**src/rtl/vpa_pkg.sv**
```systemverilog
/*
 port arbitration table package: register offsets, fields, reset values,
 phase slot codes and the carrier structs of the register port and the grant.
 assumes a single clock and a plain strobe register port.
*/
package vpa_pkg;
    localparam logic [11:0] OFF_STATUS    = 12'h218;
    localparam logic [11:0] OFF_CONTROL   = 12'h21c;
    localparam logic [11:0] OFF_TBL_ZERO  = 12'h220;
    localparam logic [11:0] OFF_TBL_ONE   = 12'h224;

    localparam int          BIT_DIRTY     = 0;
    localparam int          BIT_PENDING   = 1;
    localparam int          BIT_LOAD      = 16;
    localparam int          SEL_LSB       = 17;
    localparam int          NUM_PHASES    = 16;
    localparam int          SLOT_W        = 4;
    localparam int          SLOTS_PER_WD  = 8;

    localparam logic [31:0] STATUS_RESET  = 32'h0000_0000;
    localparam logic [63:0] TABLE_RESET   = 64'h2176_5432_1765_4321;
    localparam logic [2:0]  SEL_RESET     = 3'h0;
    // arbitration schemes whose selector value consults the table
    localparam logic [7:0]  SEL_USES_TBL  = 8'h0e;

    localparam logic [3:0]  PORT_UP       = 4'h0;
    localparam logic [3:0]  PORT_FIRST_DN = 4'h2;
    localparam logic [3:0]  PORT_LAST_DN  = 4'h4;

    // cycles the arbiter needs to copy the table after a load request
    localparam logic [4:0]  LOAD_CYCLES   = 5'h10;

    typedef struct packed {
        logic [11:0] addr;
        logic [31:0] wdata;
        logic        wr;
        logic        rd;
    } vpa_req_s;

    typedef struct packed {
        logic        valid;
        logic [3:0]  port;
        logic [3:0]  phase;
    } vpa_grant_s;
endpackage : vpa_pkg

```
**src/rtl/vpa_arb_table.sv**
```systemverilog
/*
 port arbitration table of the single virtual channel resource: table
 words, load control, status and a phase sequencer for the arbiter.
 assumes synchronous register strobes and a period pulse from the core.
*/
// Our own choice: the plain strobed port.
`timescale 1ns/10ps
`default_nettype none
// Operation
// - any software write of a table word sets the dirty bit 0
// - downstream ports always read the dirty bit as zero
// - dirty is meaningful only when the selected scheme uses the table
// - status bit 1 reports flow-control initialisation still pending
// - sixteen 4-bit writable slots, eight per word, ascending nibbles
// - slots with invalid port codes are skipped without delay
// - codes: 0 upstream, 2 to 4 downstream ports, 5 to f reserved
// - slot n resets to (n mod 7)+1
// - second word holds phases 8 to 15, phase 15 in the top nibble
// - load bit 16 acts on upstream only, clear ignored, reads zero
module vpa_arb_table (
    input  wire logic              core_clk,
    input  wire logic              reset,
    input  wire logic              is_upstream,
    input  wire logic [3:0]        egress_port,
    input  wire logic              flow_init_busy,
    input  wire logic              arb_period,
    input  wire vpa_pkg::vpa_req_s req,
    output var  logic [31:0]       rdata,
    output var  vpa_pkg::vpa_grant_s grant,
    output var  logic              arb_table_dirty,
    output var  logic              flow_init_pending,
    output var  logic              table_loading
);
    logic [63:0] table_sw;
    logic [63:0] table_live;
    logic [2:0]  arb_sel;
    logic [4:0]  load_cnt;
    logic        dirty_raw;
    logic [3:0]  phase;

    wire hit_stat  = req.addr == vpa_pkg::OFF_STATUS;
    wire hit_ctl   = req.addr == vpa_pkg::OFF_CONTROL;
    wire hit_t0    = req.addr == vpa_pkg::OFF_TBL_ZERO;
    wire hit_t1    = req.addr == vpa_pkg::OFF_TBL_ONE;
    wire tbl_write = req.wr && (hit_t0 || hit_t1);
    // only a set request on the upstream port starts a copy
    wire load_req  = req.wr && hit_ctl && is_upstream
                     && req.wdata[vpa_pkg::BIT_LOAD];
    wire load_done = load_cnt == 5'h01;
    wire sel_uses  = vpa_pkg::SEL_USES_TBL[arb_sel];
    wire dirty_vis = dirty_raw && is_upstream && sel_uses;

    // per-slot validity of the live copy
    logic [15:0] slot_ok;
    genvar g;
    generate
        for (g = 0; g < vpa_pkg::NUM_PHASES; g++) begin : g_slot
            wire [3:0] code = table_live[g*4 +: 4];
            assign slot_ok[g] = (code == vpa_pkg::PORT_UP
                || (code >= vpa_pkg::PORT_FIRST_DN
                    && code <= vpa_pkg::PORT_LAST_DN))
                && code != egress_port;
        end
    endgenerate

    // next valid phase at or after the successor; invalid ones cost nothing
    logic [3:0] next_phase;
    logic       next_found;
    always_comb begin
        logic [3:0] cand;
        cand = 4'h0;
        next_phase = phase;
        next_found = 1'b0;
        for (int i = 1; i <= vpa_pkg::NUM_PHASES; i++) begin
            cand = phase + 4'(i);
            if (!next_found && slot_ok[cand]) begin
                next_phase = cand;
                next_found = 1'b1;
            end
        end
    end

    wire [31:0] stat_word = {30'h0, flow_init_busy, dirty_vis};
    wire [31:0] ctl_word  = {12'h0, arb_sel, 1'b0, 16'h0};
    wire [31:0] next_rdata = !req.rd ? 32'h0 :
        hit_stat ? stat_word :
        hit_ctl  ? ctl_word :
        hit_t0   ? table_sw[31:0] :
        hit_t1   ? table_sw[63:32] : 32'h0;

    always_ff @(posedge core_clk or posedge reset) begin
        if (reset) begin
            table_sw <= vpa_pkg::TABLE_RESET;
            arb_sel  <= vpa_pkg::SEL_RESET;
        end else if (req.wr) begin
            if (hit_t0) table_sw[31:0]  <= req.wdata;
            if (hit_t1) table_sw[63:32] <= req.wdata;
            if (hit_ctl) arb_sel <= req.wdata[vpa_pkg::SEL_LSB +: 3];
        end
    end

    // a write in the load_done cycle wins: table stays dirty
    always_ff @(posedge core_clk or posedge reset) begin
        if (reset) begin
            dirty_raw <= 1'b0;
            load_cnt  <= 5'h0;
            table_live <= vpa_pkg::TABLE_RESET;
        end else begin
            if (tbl_write) dirty_raw <= 1'b1;
            else if (load_done) dirty_raw <= 1'b0;
            if (load_req) load_cnt <= vpa_pkg::LOAD_CYCLES;
            else if (load_cnt != 5'h0) load_cnt <= load_cnt - 5'h01;
            if (load_done) table_live <= table_sw;
        end
    end

    always_ff @(posedge core_clk or posedge reset) begin
        if (reset) begin
            phase <= 4'h0;
            grant <= '0;
        end else if (arb_period) begin
            phase <= next_phase;
            grant <= '{valid: next_found, port: table_live[next_phase*4 +: 4],
                       phase: next_phase};
        end
    end

    always_ff @(posedge core_clk or posedge reset) begin
        if (reset) begin
            rdata             <= 32'h0;
            arb_table_dirty   <= 1'b0;
            flow_init_pending <= 1'b0;
            table_loading     <= 1'b0;
        end else begin
            rdata             <= next_rdata;
            arb_table_dirty   <= dirty_vis;
            flow_init_pending <= flow_init_busy;
            table_loading     <= load_req || (load_cnt > 5'h01);
        end
    end
endmodule : vpa_arb_table
`default_nettype wire

```
**config.mk**
```make
export PLATFORM = sky130hd
export DESIGN_NAME = vpa_arb_table
export DESIGN_NICKNAME = d
export VERILOG_FILES = /design/src/rtl/vpa_pkg.sv /design/src/rtl/vpa_arb_table.sv
export SDC_FILE = /design/constraint.sdc
export NUM_CORES = 1
export LEC_CHECK = 0
export BUFFER_PORTS_ARGS = -buffer_cell sky130_fd_sc_hd__buf_2
export CORE_AREA = 2 2 175 177
export CTS_CLUSTER_DIAMETER = 40
export DETAILED_ROUTE_END_ITERATION = 12
export DIE_AREA = 0 0 177 179
export PLACE_DENSITY = 0.64
export SLEW_MARGIN = 40
export SYNTH_ARGS = -nofsm -noshare
export SYNTH_HDL_FRONTEND = slang
export SYNTH_SLANG_ARGS = --single-unit
```
**constraint.sdc**
```tcl
create_clock -name core_clk -period 6.6 [get_ports core_clk]
set_input_delay 0.33 -clock core_clk [delete_from_list [all_inputs] [get_ports core_clk]]
set_output_delay 0.33 -clock core_clk [all_outputs]
set_load 0.005 [all_outputs]
```
==> flow_metrics.py, run 1 <==
metrics = {
    "status": {
        "outcome": "completed",
    },
    "clock_tree": {
        "hold_buffers": 0,
        "cts_tree": "done",
        "cts.path.max_buffers": 2,
        "cts.repair.resized": 0,
        "cts.sinks": 181,
        "path_clk_slew_ns": 0.07,
        "htree_levels": 4,
        "insertion_delay_ns": 0.44,
        "clock-root-buffer": "clkbuf_16",
        "post_cts_buffers": 0,
        "numCtsBuffers": 17,
    },
    "layout": {
        "num-fill-cells": 2832,
        "drive_gt1_frac": 0.316,
        "fin_nets": 1308,
        "syn_to_final_growth_pct": 13.6,
        "final_cell_area_um2": 13400,
    },
    "global_route": {
        "first_global_vias": 9828,
        "grt_max_degree": 111,
        "globalRouteOverflowTotal": 0,
        "grtUsageTotal": 0.240,
        "antenna_found_initial": 0,
        "grt_pass1_wl_um": 58200,
    },
    "synth": {
        "synth_cells": 1164,
        "synth-edff-count": 0,
        "yosys-top-cells-area": "dfrtp_1 (27%), mux2_2 (12%), dfstp_2 (12%), mux2i_1 (5.9%), nand2_1 (3.2%)",
        "ys_ff_latch": 181,
        "synth_common_cells": "dfrtp_1 (129), mux2_2 (129), nand2_1 (100)",
        "seq_area_frac_synth": 0.389,
        "syn-cell-area_um2": 11800,
        "synth_top_area_cell": "dfrtp_1",
        "yosysWarnings": 0,
        "ys.flop_type": "dfrtp_1",
        "synthArstFlopShare": 1.00,
        "synthDominantCellAreaShare": 0.273,
        "syn_avg_cell_area_um2": 10.2,
        "synth_cell_types": 94,
        "syn_nets": 1228,
    },
    "worst_setup_path": {
        "arrival_ns": 6.19,
        "r2r_slack_ns": 0.71,
        "cp-start-kind": "flip-flop",
        "worstPathRequired_ns": 6.90,
        "cp-end-kind": "flip-flop",
        "critPathKind": "flip-flop to flip-flop",
        "cp_max_fo": 16,
        "reg2regPathDepth": 16,
    },
    "pwr": {
        "netSwitchingFraction": 0.496,
        "clkPwrFrac": 0.152,
        "seqPwrFrac": 0.186,
        "internal-power_mw": 3.28,
        "pwr-share-comb": 0.662,
        "ir_worst_vdd_mv": 0.248,
        "p_leak_nw": 5.88,
        "p_switching_mw": 3.23,
        "power_density_nw_per_um2": 485,
    },
    "detailed_routing": {
        "via_count": 10200,
        "drt-vias-per-instance": 6.18,
        "drtIter0Drc": 1075,
        "remaining_drc_errors": 0,
        "wl_per_cell_um": 22.8,
        "antenna_left": 0,
        "finalWirelength_um": 37700,
        "first_pass_iters": 6,
    },
    "flow_run": {
        "maxCapViolations": 0,
    },
    "timing": {
        "hold_viol": 0,
        "fin_skew_ns": 0.0106,
        "min_period_ns": 5.89,
        "fmax_ghz": 0.170,
        "tightestPinTransition_ns": 0.851,
        "fin_tns_setup_ns": 0,
        "slew_headroom": 0.433,
        "final-max-slew-violation-count": 0,
        "fin_crit_sh": 0.893,
        "rsz0062_at_grt": "no",
        "setup_violations": 0,
    },
    "placed_design": {
        "gp_congestion": 0.951,
        "hpwl_um": 27600,
        "port_buffers": 98,
        "dpl_cell_area_um2": 12800,
    },
    "floorplan": {
        "ios": 99,
        "initial_core_util": 0.394,
        "die_h_um": 179,
        "die_x_um": 177,
        "placementRows": 64,
        "die_area_um2": 31700,
        "core_um2": 30000,
    },
    "worst_hold_path": {
        "hold_depth": 1,
        "holdCritPathClass": "primary input to flip-flop",
    },
}
## sequential cells by signal, indices dropped and copies added, names as in the netlist
name               cells
table_live            64
table_sw              64
rdata                 32
grant                  5
load_cnt               5
phase                  4
arb_sel                3
arb_table_dirty        1
dirty_raw              1
flow_init_pending      1
table_loading          1
## layout make-up
cell class | instances | area (um^2) | share of cell area
clock inverters | 10 | 96.3 | 0.00717
repair buffers | 134 | 783 | 0.0583
flip-flops and latches | 181 | 4600 | 0.342
inverters | 25 | 106 | 0.00792
multi-input cells | 885 | 6860 | 0.511
well taps | 396 | 495 | 0.0369
diodes | 2 | 5.00 | 0.000373
clock buffers | 22 | 484 | 0.0361
## per-layer routing
metal  vias up  global-route usage  part of all wire
met5         -                   0                 0
met1      5039               0.320              0.43
met2       507               0.375              0.45
li1       4573                   -                 -
met4         0               0.123             0.049
met3       111              0.0418             0.069
## per-stage QoR
step                power, mW   util  hold slack, ns  setup WS, ns  instances
CTS                      6.40  0.446         0.00635         0.702       1652
global route             6.83  0.447         0.00706         0.506       1653
finish                   6.51  0.447          0.0258         0.707       1655
detailed placement       5.39  0.427           0.470         0.456       1620
global placement         5.38  0.425           0.469         0.417       1618
floorplan                4.11      -           0.361          1.22       1164
## power groups by stage
| stage | combinational (mW) | sequential, mW | clock, mW |
|---|---|---|---|
| global route | 4.56 | 1.22 | 1.05 |
| CTS | 4.18 | 1.21 | 1.01 |
| global placement | 4.15 | 1.23 | 0 |
| floorplan | 2.89 | 1.22 | 0 |
| finish | 4.31 | 1.21 | 0.990 |
| detailed placement | 4.16 | 1.23 | 0 |
## cells in the final DEF (no fill, tap or decap), types with 13 or more instances in the layout
cell type	n
a211oi_1	23
a21oi_1	30
a22oi_1	15
a311oi_1	14
and3_1	30
buf_2	96
buf_4	33
clkbuf_16	17
dfrtp_1	128
dfstp_2	52
inv_1	23
mux2_2	129
mux2i_1	70
mux4_2	15
nand2_1	99
nand3_1	26
nand4_1	20
nor2_1	73
nor2b_1	16
nor3_1	25
o211ai_1	22
o21ai_0	38
o21bai_1	13
xnor2_1	13
## critical path, cell delays in order, from the launching register on
cell and delay, ns:
dfrtp_2 0.45, inv_1 0.09, ha_1 0.45, xor2_1 0.64, nand4_1 0.20, o211ai_1 0.22
nand4_1 0.45, mux2i_1 0.63, nor4_4 0.11, nand3_2 0.19, or4_1 0.71, nand2_1 0.43
a311oi_1 0.56, mux2i_1 0.13, mux2i_1 0.22, a2bb2oi_1 0.18, o31ai_1 0.08
## cells by family (layout without fill, tap and decap cells)
kind of cell / count (synthesis) / count (layout) / share of synthesized area
AO/OA/AOI/OAI: 270 / 270 / 0.172
XOR/XNOR: 22 / 22 / 0.0163
adder cells (fa/ha/maj): 9 / 9 / 0.00952
buffers and inverters: 98 / 191 / 0.0341
flip-flops: 181 / 181 / 0.389
multiplexers: 216 / 216 / 0.213
other: 0 / 2 / 0
AND/OR/NAND/NOR: 368 / 368 / 0.167
## final timing paths
path | to | from
worst max-delay path | grant[4] | phase[0]
worst min-delay path | flow_init_pending | flow_init_busy
worst max register to register | grant[4] | phase[0]
worst min register to register | load_cnt[4] | load_cnt[4]
max in group asynchronous | table_live[39] | reset
min in group asynchronous | table_sw[55] | reset
No activity file was read; power rests on OpenSTA's default activity.
==> run 2, diff against run 1 <==
Settings changed: CORE_AREA 2 2 175 177 to 2 2 160 194, DIE_AREA 0 0 177 179 to 0 0 162 196.
==> run 2 against run 1 <==
Net effect: the run now ends with negative hold slack left; via count is 2.6% lower; first-iteration DRC count fell by 25%; flip-flop and latch count is the same; sequential power barely moved; largest cell class unchanged; final cell count decreased by 0.42%; non-clock buffer count is 5 lower; routed wire length is 1.4% lower; hold slack got worse by 0.12 ns; clock skew fell by 0.0020 ns; global-route usage is 0.21 points lower.
==> flow_metrics.py, run 2 (synthesis gave the netlist of run 1 again) <==
metrics = {
    "clock_tree": {
        "clock-root-buffer": "clkbuf_16",
        "hold_buffers": 0,
        "cts.sinks": 181,
        "post_cts_buffers": 0,
        "path_clk_slew_ns": 0.07,
        "numCtsBuffers": 17,
        "insertion_delay_ns": 0.43,
        "cts.path.max_buffers": 2,
        "cts.repair.resized": 0,
        "cts_tree": "done",
        "htree_levels": 4,
    },
    "worst_setup_path": {
        "crit_top_cell": "inv_1",
        "cp-end-kind": "flip-flop",
        "timing.rr.start": "phase[0]",
        "cp-start-kind": "flip-flop",
        "arrival_ns": 5.89,
        "crit_chain": "inv_1 > ha_1 > inv_1 > buf_4 > nand4_1 > a21boi_0 > nor4_2 > mux2i_1 > nor4_4 > nand3_2 > or4_1 > a21oi_4 > nor2_4 > mux2_4 > o2111ai_1 > a41oi_1 > a21o_1",
        "cp_top_family": "simple AND/OR/NAND/NOR gates",
        "critPathKind": "flip-flop to flip-flop",
        "r2r_slack_ns": 1.03,
        "cp_slowest_stage_delay_ns": 0.98,
        "cp_max_fo": 16,
        "crit_path_top_delay_cell": "or4_1",
        "rr_endpoint": "grant[7]",
        "reg2regPathDepth": 17,
        "crit_buf_inv": 3,
        "worstPathRequired_ns": 6.92,
    },
    "floorplan": {
        "core_um2": 30000,
        "ios": 99,
        "placementRows": 70,
        "die_area_um2": 31800,
        "die_h_um": 196,
        "die_x_um": 162,
        "initial_core_util": 0.395,
    },
    "timing": {
        "rsz0062_at_grt": "no",
        "fmax_ghz": 0.180,
        "hold_ws_ns": -0.0926,
        "slew_headroom": 0.484,
        "min_period_ns": 5.57,
        "fin_skew_ns": 0.00860,
        "fin_crit_sh": 0.843,
        "tightestPinTransition_ns": 0.771,
        "fin_ws_ns": 1.03,
        "hold_viol": 30,
        "setup_violations": 0,
        "fin_tns_setup_ns": 0,
        "final-max-slew-violation-count": 0,
    },
    "global_route": {
        "first_global_vias": 9783,
        "globalRouteOverflowTotal": 0,
        "grt_max_degree": 115,
        "grtUsageTotal": 0.238,
        "antenna_found_initial": 1,
        "grt_pass1_wl_um": 58400,
    },
    "placed_design": {
        "gp_congestion": 0.929,
        "dpl_cell_area_um2": 12800,
        "port_buffers": 98,
        "hpwl_um": 27900,
        "numPlacedInstances": 1616,
        "dpl_worst_slack_ns": 0.616,
    },
    "layout": {
        "drive_gt1_frac": 0.313,
        "fin_nets": 1303,
        "instances_no_fill": 1648,
        "final_util": 0.447,
        "multi_input_area_um2": 6850,
        "syn_to_final_growth_pct": 13.3,
        "layout_common_cells": "mux2_2 (129), dfrtp_1 (128), nand2_1 (99)",
        "final_common_cell": "mux2_2",
        "diodes": 0,
        "final_cell_area_um2": 13400,
        "reg_top3": "table_live x64, table_sw x64, rdata x32",
        "seqCellArea_um2": 4600,
        "num-fill-cells": 2881,
    },
    "pwr": {
        "power_density_nw_per_um2": 480,
        "p_leak_nw": 5.87,
        "power.total_mw": 6.43,
        "ir_worst_vdd_mv": 0.287,
    },
    "detailed_routing": {
        "antenna_left": 0,
        "drt-vias-per-instance": 6.05,
        "remaining_drc_errors": 0,
        "finalWirelength_um": 37100,
        "wl_per_cell_um": 22.5,
        "first_pass_iters": 5,
        "via_count": 9964,
        "drtIter0Drc": 808,
    },
    "status": {
        "outcome": "complete, but fails checks",
        "violations": "negative hold slack",
    },
    "worst_hold_path": {
        "holdCritPathClass": "primary input to async pin",
    },
    "flow_run": {
        "maxCapViolations": 0,
    },
}
-- run 2: changes by cell type in the layout (fill, tap and decap cells not counted), sizes merged --
cell / before / now
clkinvlp: 4 / 2
diode: 2 / 0
buf: 133 / 129
dlygate4sd3: 1 / 0
bufinv: 1 / 4
clkbuf: 22 / 20
clkinv: 4 / 5
-- run 2: per-layer routing --
metal / wire [um] / up-vias / part of all wire / global-route usage
met5: 0 / - / 0 / 0
met4: 1860 / 0 / 0.050 / 0.115
met3: 1690 / 96 / 0.045 / 0.0311
met2: 18100 / 331 / 0.49 / 0.396
met1: 15500 / 4970 / 0.42 / 0.306
li1: - / 4567 / - / -
-- run 2: power by group --
part,internal [mW],switching (mW),total [mW]
Combinational,1.50,2.64,4.14
Clock,0.645,0.426,1.07
Sequential,1.16,0.0500,1.21
Total,3.31,3.12,6.43
-- run 2: area by class of cell --
type                    count  area share
inverters                  25     0.00794
clock buffers              20      0.0333
clock inverters            12      0.0132
multi-input cells         885       0.511
repair buffers            129      0.0549
flip-flops and latches    181       0.343
well taps                 396      0.0370
-- run 2: worst max path at each step --
stage | start | to | slack (ns) | depth (start not counted)
2_1_floorplan | phase[0] | grant[5] | 1.22 | 20
3_3_place_gp | egress_port[1] | grant[7] | 0.65 | 15
3_5_place_dp | egress_port[1] | grant[7] | 0.62 | 15
4_1_cts | egress_port[1] | grant[7] | 1.04 | 15
5_1_grt | phase[0] | grant[7] | 0.61 | 17
6_report | phase[0] | grant[7] | 1.03 | 17
==> run 3, diff against run 2 <==
Settings changed: ABC_AREA set to 1, CORE_AREA 2 2 160 194 to 2 2 155 188, DIE_AREA 0 0 162 196 to 0 0 157 190.
Clock period 6.6 ns to 5.5 ns, I/O delays scaled along.
==> run 3 against run 2 <==
Net effect: the run now ends clean; via count up 9.1%; die area fell by 6.1%; routed wire length decreased by 7.5%; hold slack better by 0.15 ns; count of clock-buffer cells in the layout up 1; fmax grew 19%; first-iteration DRC count rose by 2.6%; clock skew increased by 0.0053 ns; synthesized cell count up 39%; register-to-register slack got worse by 0.23 ns; critical endpoint is now grant[4]; highest routed layer unchanged.
==> flow_metrics.py, run 3 <==
metrics = {
    "status": {
        "outcome": "completed",
    },
    "placed_design": {
        "port_buffers": 98,
        "hpwl_um": 25400,
        "gp_congestion": 1.02,
    },
    "global_route": {
        "grtUsageTotal": 0.237,
        "grt_max_degree": 95,
        "first_global_vias": 10600,
        "antenna_found_initial": 0,
        "grt_pass1_wl_um": 55600,
        "globalRouteOverflowTotal": 0,
    },
    "worst_setup_path": {
        "arrival_ns": 5.08,
        "cp-end-kind": "flip-flop",
        "cp-start-kind": "flip-flop",
        "worstPathRequired_ns": 5.89,
        "cp_max_fo": 33,
        "critPathKind": "flip-flop to flip-flop",
    },
    "layout": {
        "final_common_cell": "nand2_1",
        "reg_top3": "table_live x64, table_sw x64, rdata x32",
        "fin_nets": 1744,
        "diodes": 0,
        "layout_common_cells": "nand2_1 (555), nand3_1 (219), inv_1 (165)",
        "drive_gt1_frac": 0.141,
        "syn_to_final_growth_pct": 12.6,
    },
    "synth": {
        "seq_area_frac_synth": 0.416,
        "yosysWarnings": 0,
        "synthArstFlopShare": 1.00,
        "syn_nets": 1681,
        "synthXorXnorAreaFrac": 0.0111,
        "synthMuxAreaShare": 0.00204,
        "synth_fa_ha_area_frac": 0.0102,
        "synth_top_area_cell": "dfrtp_1",
        "synth_common_cells": "nand2_1 (558), nand3_1 (220), inv_1 (166)",
        "syn-cell-area_um2": 11100,
        "synthDominantCellAreaShare": 0.292,
        "synth-simple-area-share": 0.365,
        "ys.flop_type": "dfrtp_1",
        "yosys-top-cells-area": "dfrtp_1 (29%), nand2_1 (19%), dfstp_2 (12%), nand3_1 (10%), inv_1 (5.6%)",
        "yosysMostFrequentCell": "nand2_1",
        "synth_top_family_by_area": "simple AND/OR/NAND/NOR gates",
        "synth_cells": 1617,
        "synth-edff-count": 0,
        "syn_avg_cell_area_um2": 6.84,
        "ys_ff_latch": 181,
        "synth_cell_types": 45,
        "synth_compound_area_frac": 0.104,
    },
    "timing": {
        "fin_crit_sh": 0.854,
        "fin_tns_setup_ns": 0,
        "setup_violations": 0,
        "rsz0062_at_grt": "no",
        "slew_headroom": 0.513,
        "min_period_ns": 4.70,
        "hold_viol": 0,
        "final-max-slew-violation-count": 0,
        "fmax_ghz": 0.213,
        "tightestPinTransition_ns": 0.726,
        "fin_skew_ns": 0.0139,
    },
    "floorplan": {
        "initial_core_util": 0.393,
        "core_um2": 28200,
        "ios": 99,
        "die_h_um": 190,
        "die_x_um": 157,
        "die_area_um2": 29800,
        "placementRows": 68,
    },
    "detailed_routing": {
        "via_count": 10900,
        "wl_per_cell_um": 16.5,
        "finalWirelength_um": 34400,
        "drtIter0Drc": 829,
        "first_pass_iters": 6,
        "drt-vias-per-instance": 5.23,
        "remaining_drc_errors": 0,
        "antenna_left": 0,
    },
    "clock_tree": {
        "cts_tree": "done",
        "numCtsBuffers": 17,
        "cts.sinks": 181,
        "post_cts_buffers": 0,
        "htree_levels": 4,
        "cts.repair.resized": 0,
        "cts.path.max_buffers": 2,
        "insertion_delay_ns": 0.44,
        "clock-root-buffer": "clkbuf_16",
        "hold_buffers": 2,
        "path_clk_slew_ns": 0.07,
    },
    "flow_run": {
        "maxCapViolations": 0,
    },
    "worst_hold_path": {
        "holdCritPathClass": "primary input to flip-flop",
    },
}
-- run 3: cell types whose count changed after synthesis, moves of 16 or more --
cell,before,now
a211oi_1,23,1
a21oi_1,30,86
and3_1,30,0
inv_1,24,166
mux2_2,129,2
mux2i_1,70,0
nand2_1,100,558
nand3_1,26,220
nor2_1,74,120
nor2b_1,16,0
o211ai_1,22,4
o21ai_0,38,107
-- run 3: through the flow --
step           setup WS (ns)  hold slack, ns  cells   util  instance area [um^2]
2_1_floorplan          0.396           0.306   1617      -                 11100
3_3_place_gp           0.947           0.399   2044  0.420                 11800
3_5_place_dp           0.900           0.407   2044  0.421                 11800
4_1_cts                0.878          0.0452   2078  0.441                 12400
5_1_grt                0.352          0.0732   2078  0.442                 12400
6_report               0.805          0.0609   2078  0.442                 12400
-- run 3: cell families (layout without fill, tap and decap cells) --
| logic type | after synthesis | after routing |
|---|---|---|
| buffers and inverters | 248 | 324 |
| AO/OA/AOI/OAI | 217 | 217 |
| flip-flops | 181 | 181 |
| multiplexers | 2 | 2 |
| adder cells (fa/ha/maj) | 9 | 9 |
| AND/OR/NAND/NOR | 946 | 946 |
| XOR/XNOR | 14 | 14 |
-- run 3: worst paths after layout --
check	startpoint	end	slack (ns)	cells after the start
worst max-delay path	phase[0]	grant[4]	0.80	27
max in group asynchronous	reset	table_sw[59]	3.83	4
min in group asynchronous	reset	table_sw[38]	0.48	3
worst min-delay path	req[6]	table_sw[36]	0.06	3
worst max register to register	phase[0]	grant[4]	0.80	27
worst min register to register	arb_sel[2]	arb_table_dirty	0.49	1
-- run 3: layer usage --
| layer | track usage | routed length, um | vias up | part of all wire |
|---|---|---|---|---|
| met5 | 0 | 0 | - | 0 |
| met4 | 0.115 | 1530 | 0 | 0.045 |
| met3 | 0.0337 | 1750 | 96 | 0.051 |
| met2 | 0.395 | 16500 | 387 | 0.48 |
| met1 | 0.301 | 14600 | 5089 | 0.43 |
| li1 | - | - | 5302 | - |
-- run 3: critical path: stages, from the launching register on --
cell,delay (ns)
dfrtp_1,0.50
inv_2,0.06
ha_1,0.55
inv_1,0.44
nand3_1,0.19
nand3_1,0.16
nand3_2,0.12
nand2_2,0.22
nand3_4,0.14
nor2_8,0.15
nand3_4,0.10
nor2_4,0.15
nand4_4,0.13
nor2_1,0.24
nand2_1,0.08
nand2_1,0.07
nand2_1,0.05
nand2_1,0.07
nand2_2,0.06
nand2_2,0.48
nand2_1,0.10
nand2_1,0.12
nand2_1,0.06
nand2_1,0.08
nand2_1,0.07
nand2_1,0.09
nand2_1,0.05
nand3_1,0.09
-- run 3: cell type report --
| cell class | count | area [um^2] |
|---|---|---|
| Tap cell | 385 | 482 |
| Fill cell | 2916 | 15700 |
| Clock buffer | 21 | 470 |
| Multi-Input combinational cell | 1188 | 5500 |
| Clock inverter | 11 | 100 |
| Inverter | 177 | 669 |
| Timing Repair Buffer | 115 | 627 |
| Sequential cell | 181 | 4590 |
Power of run 3 is left out: the tool's default activity adds up to more than one toggle a clock period on the data nets, which glitch-free logic cannot reach.
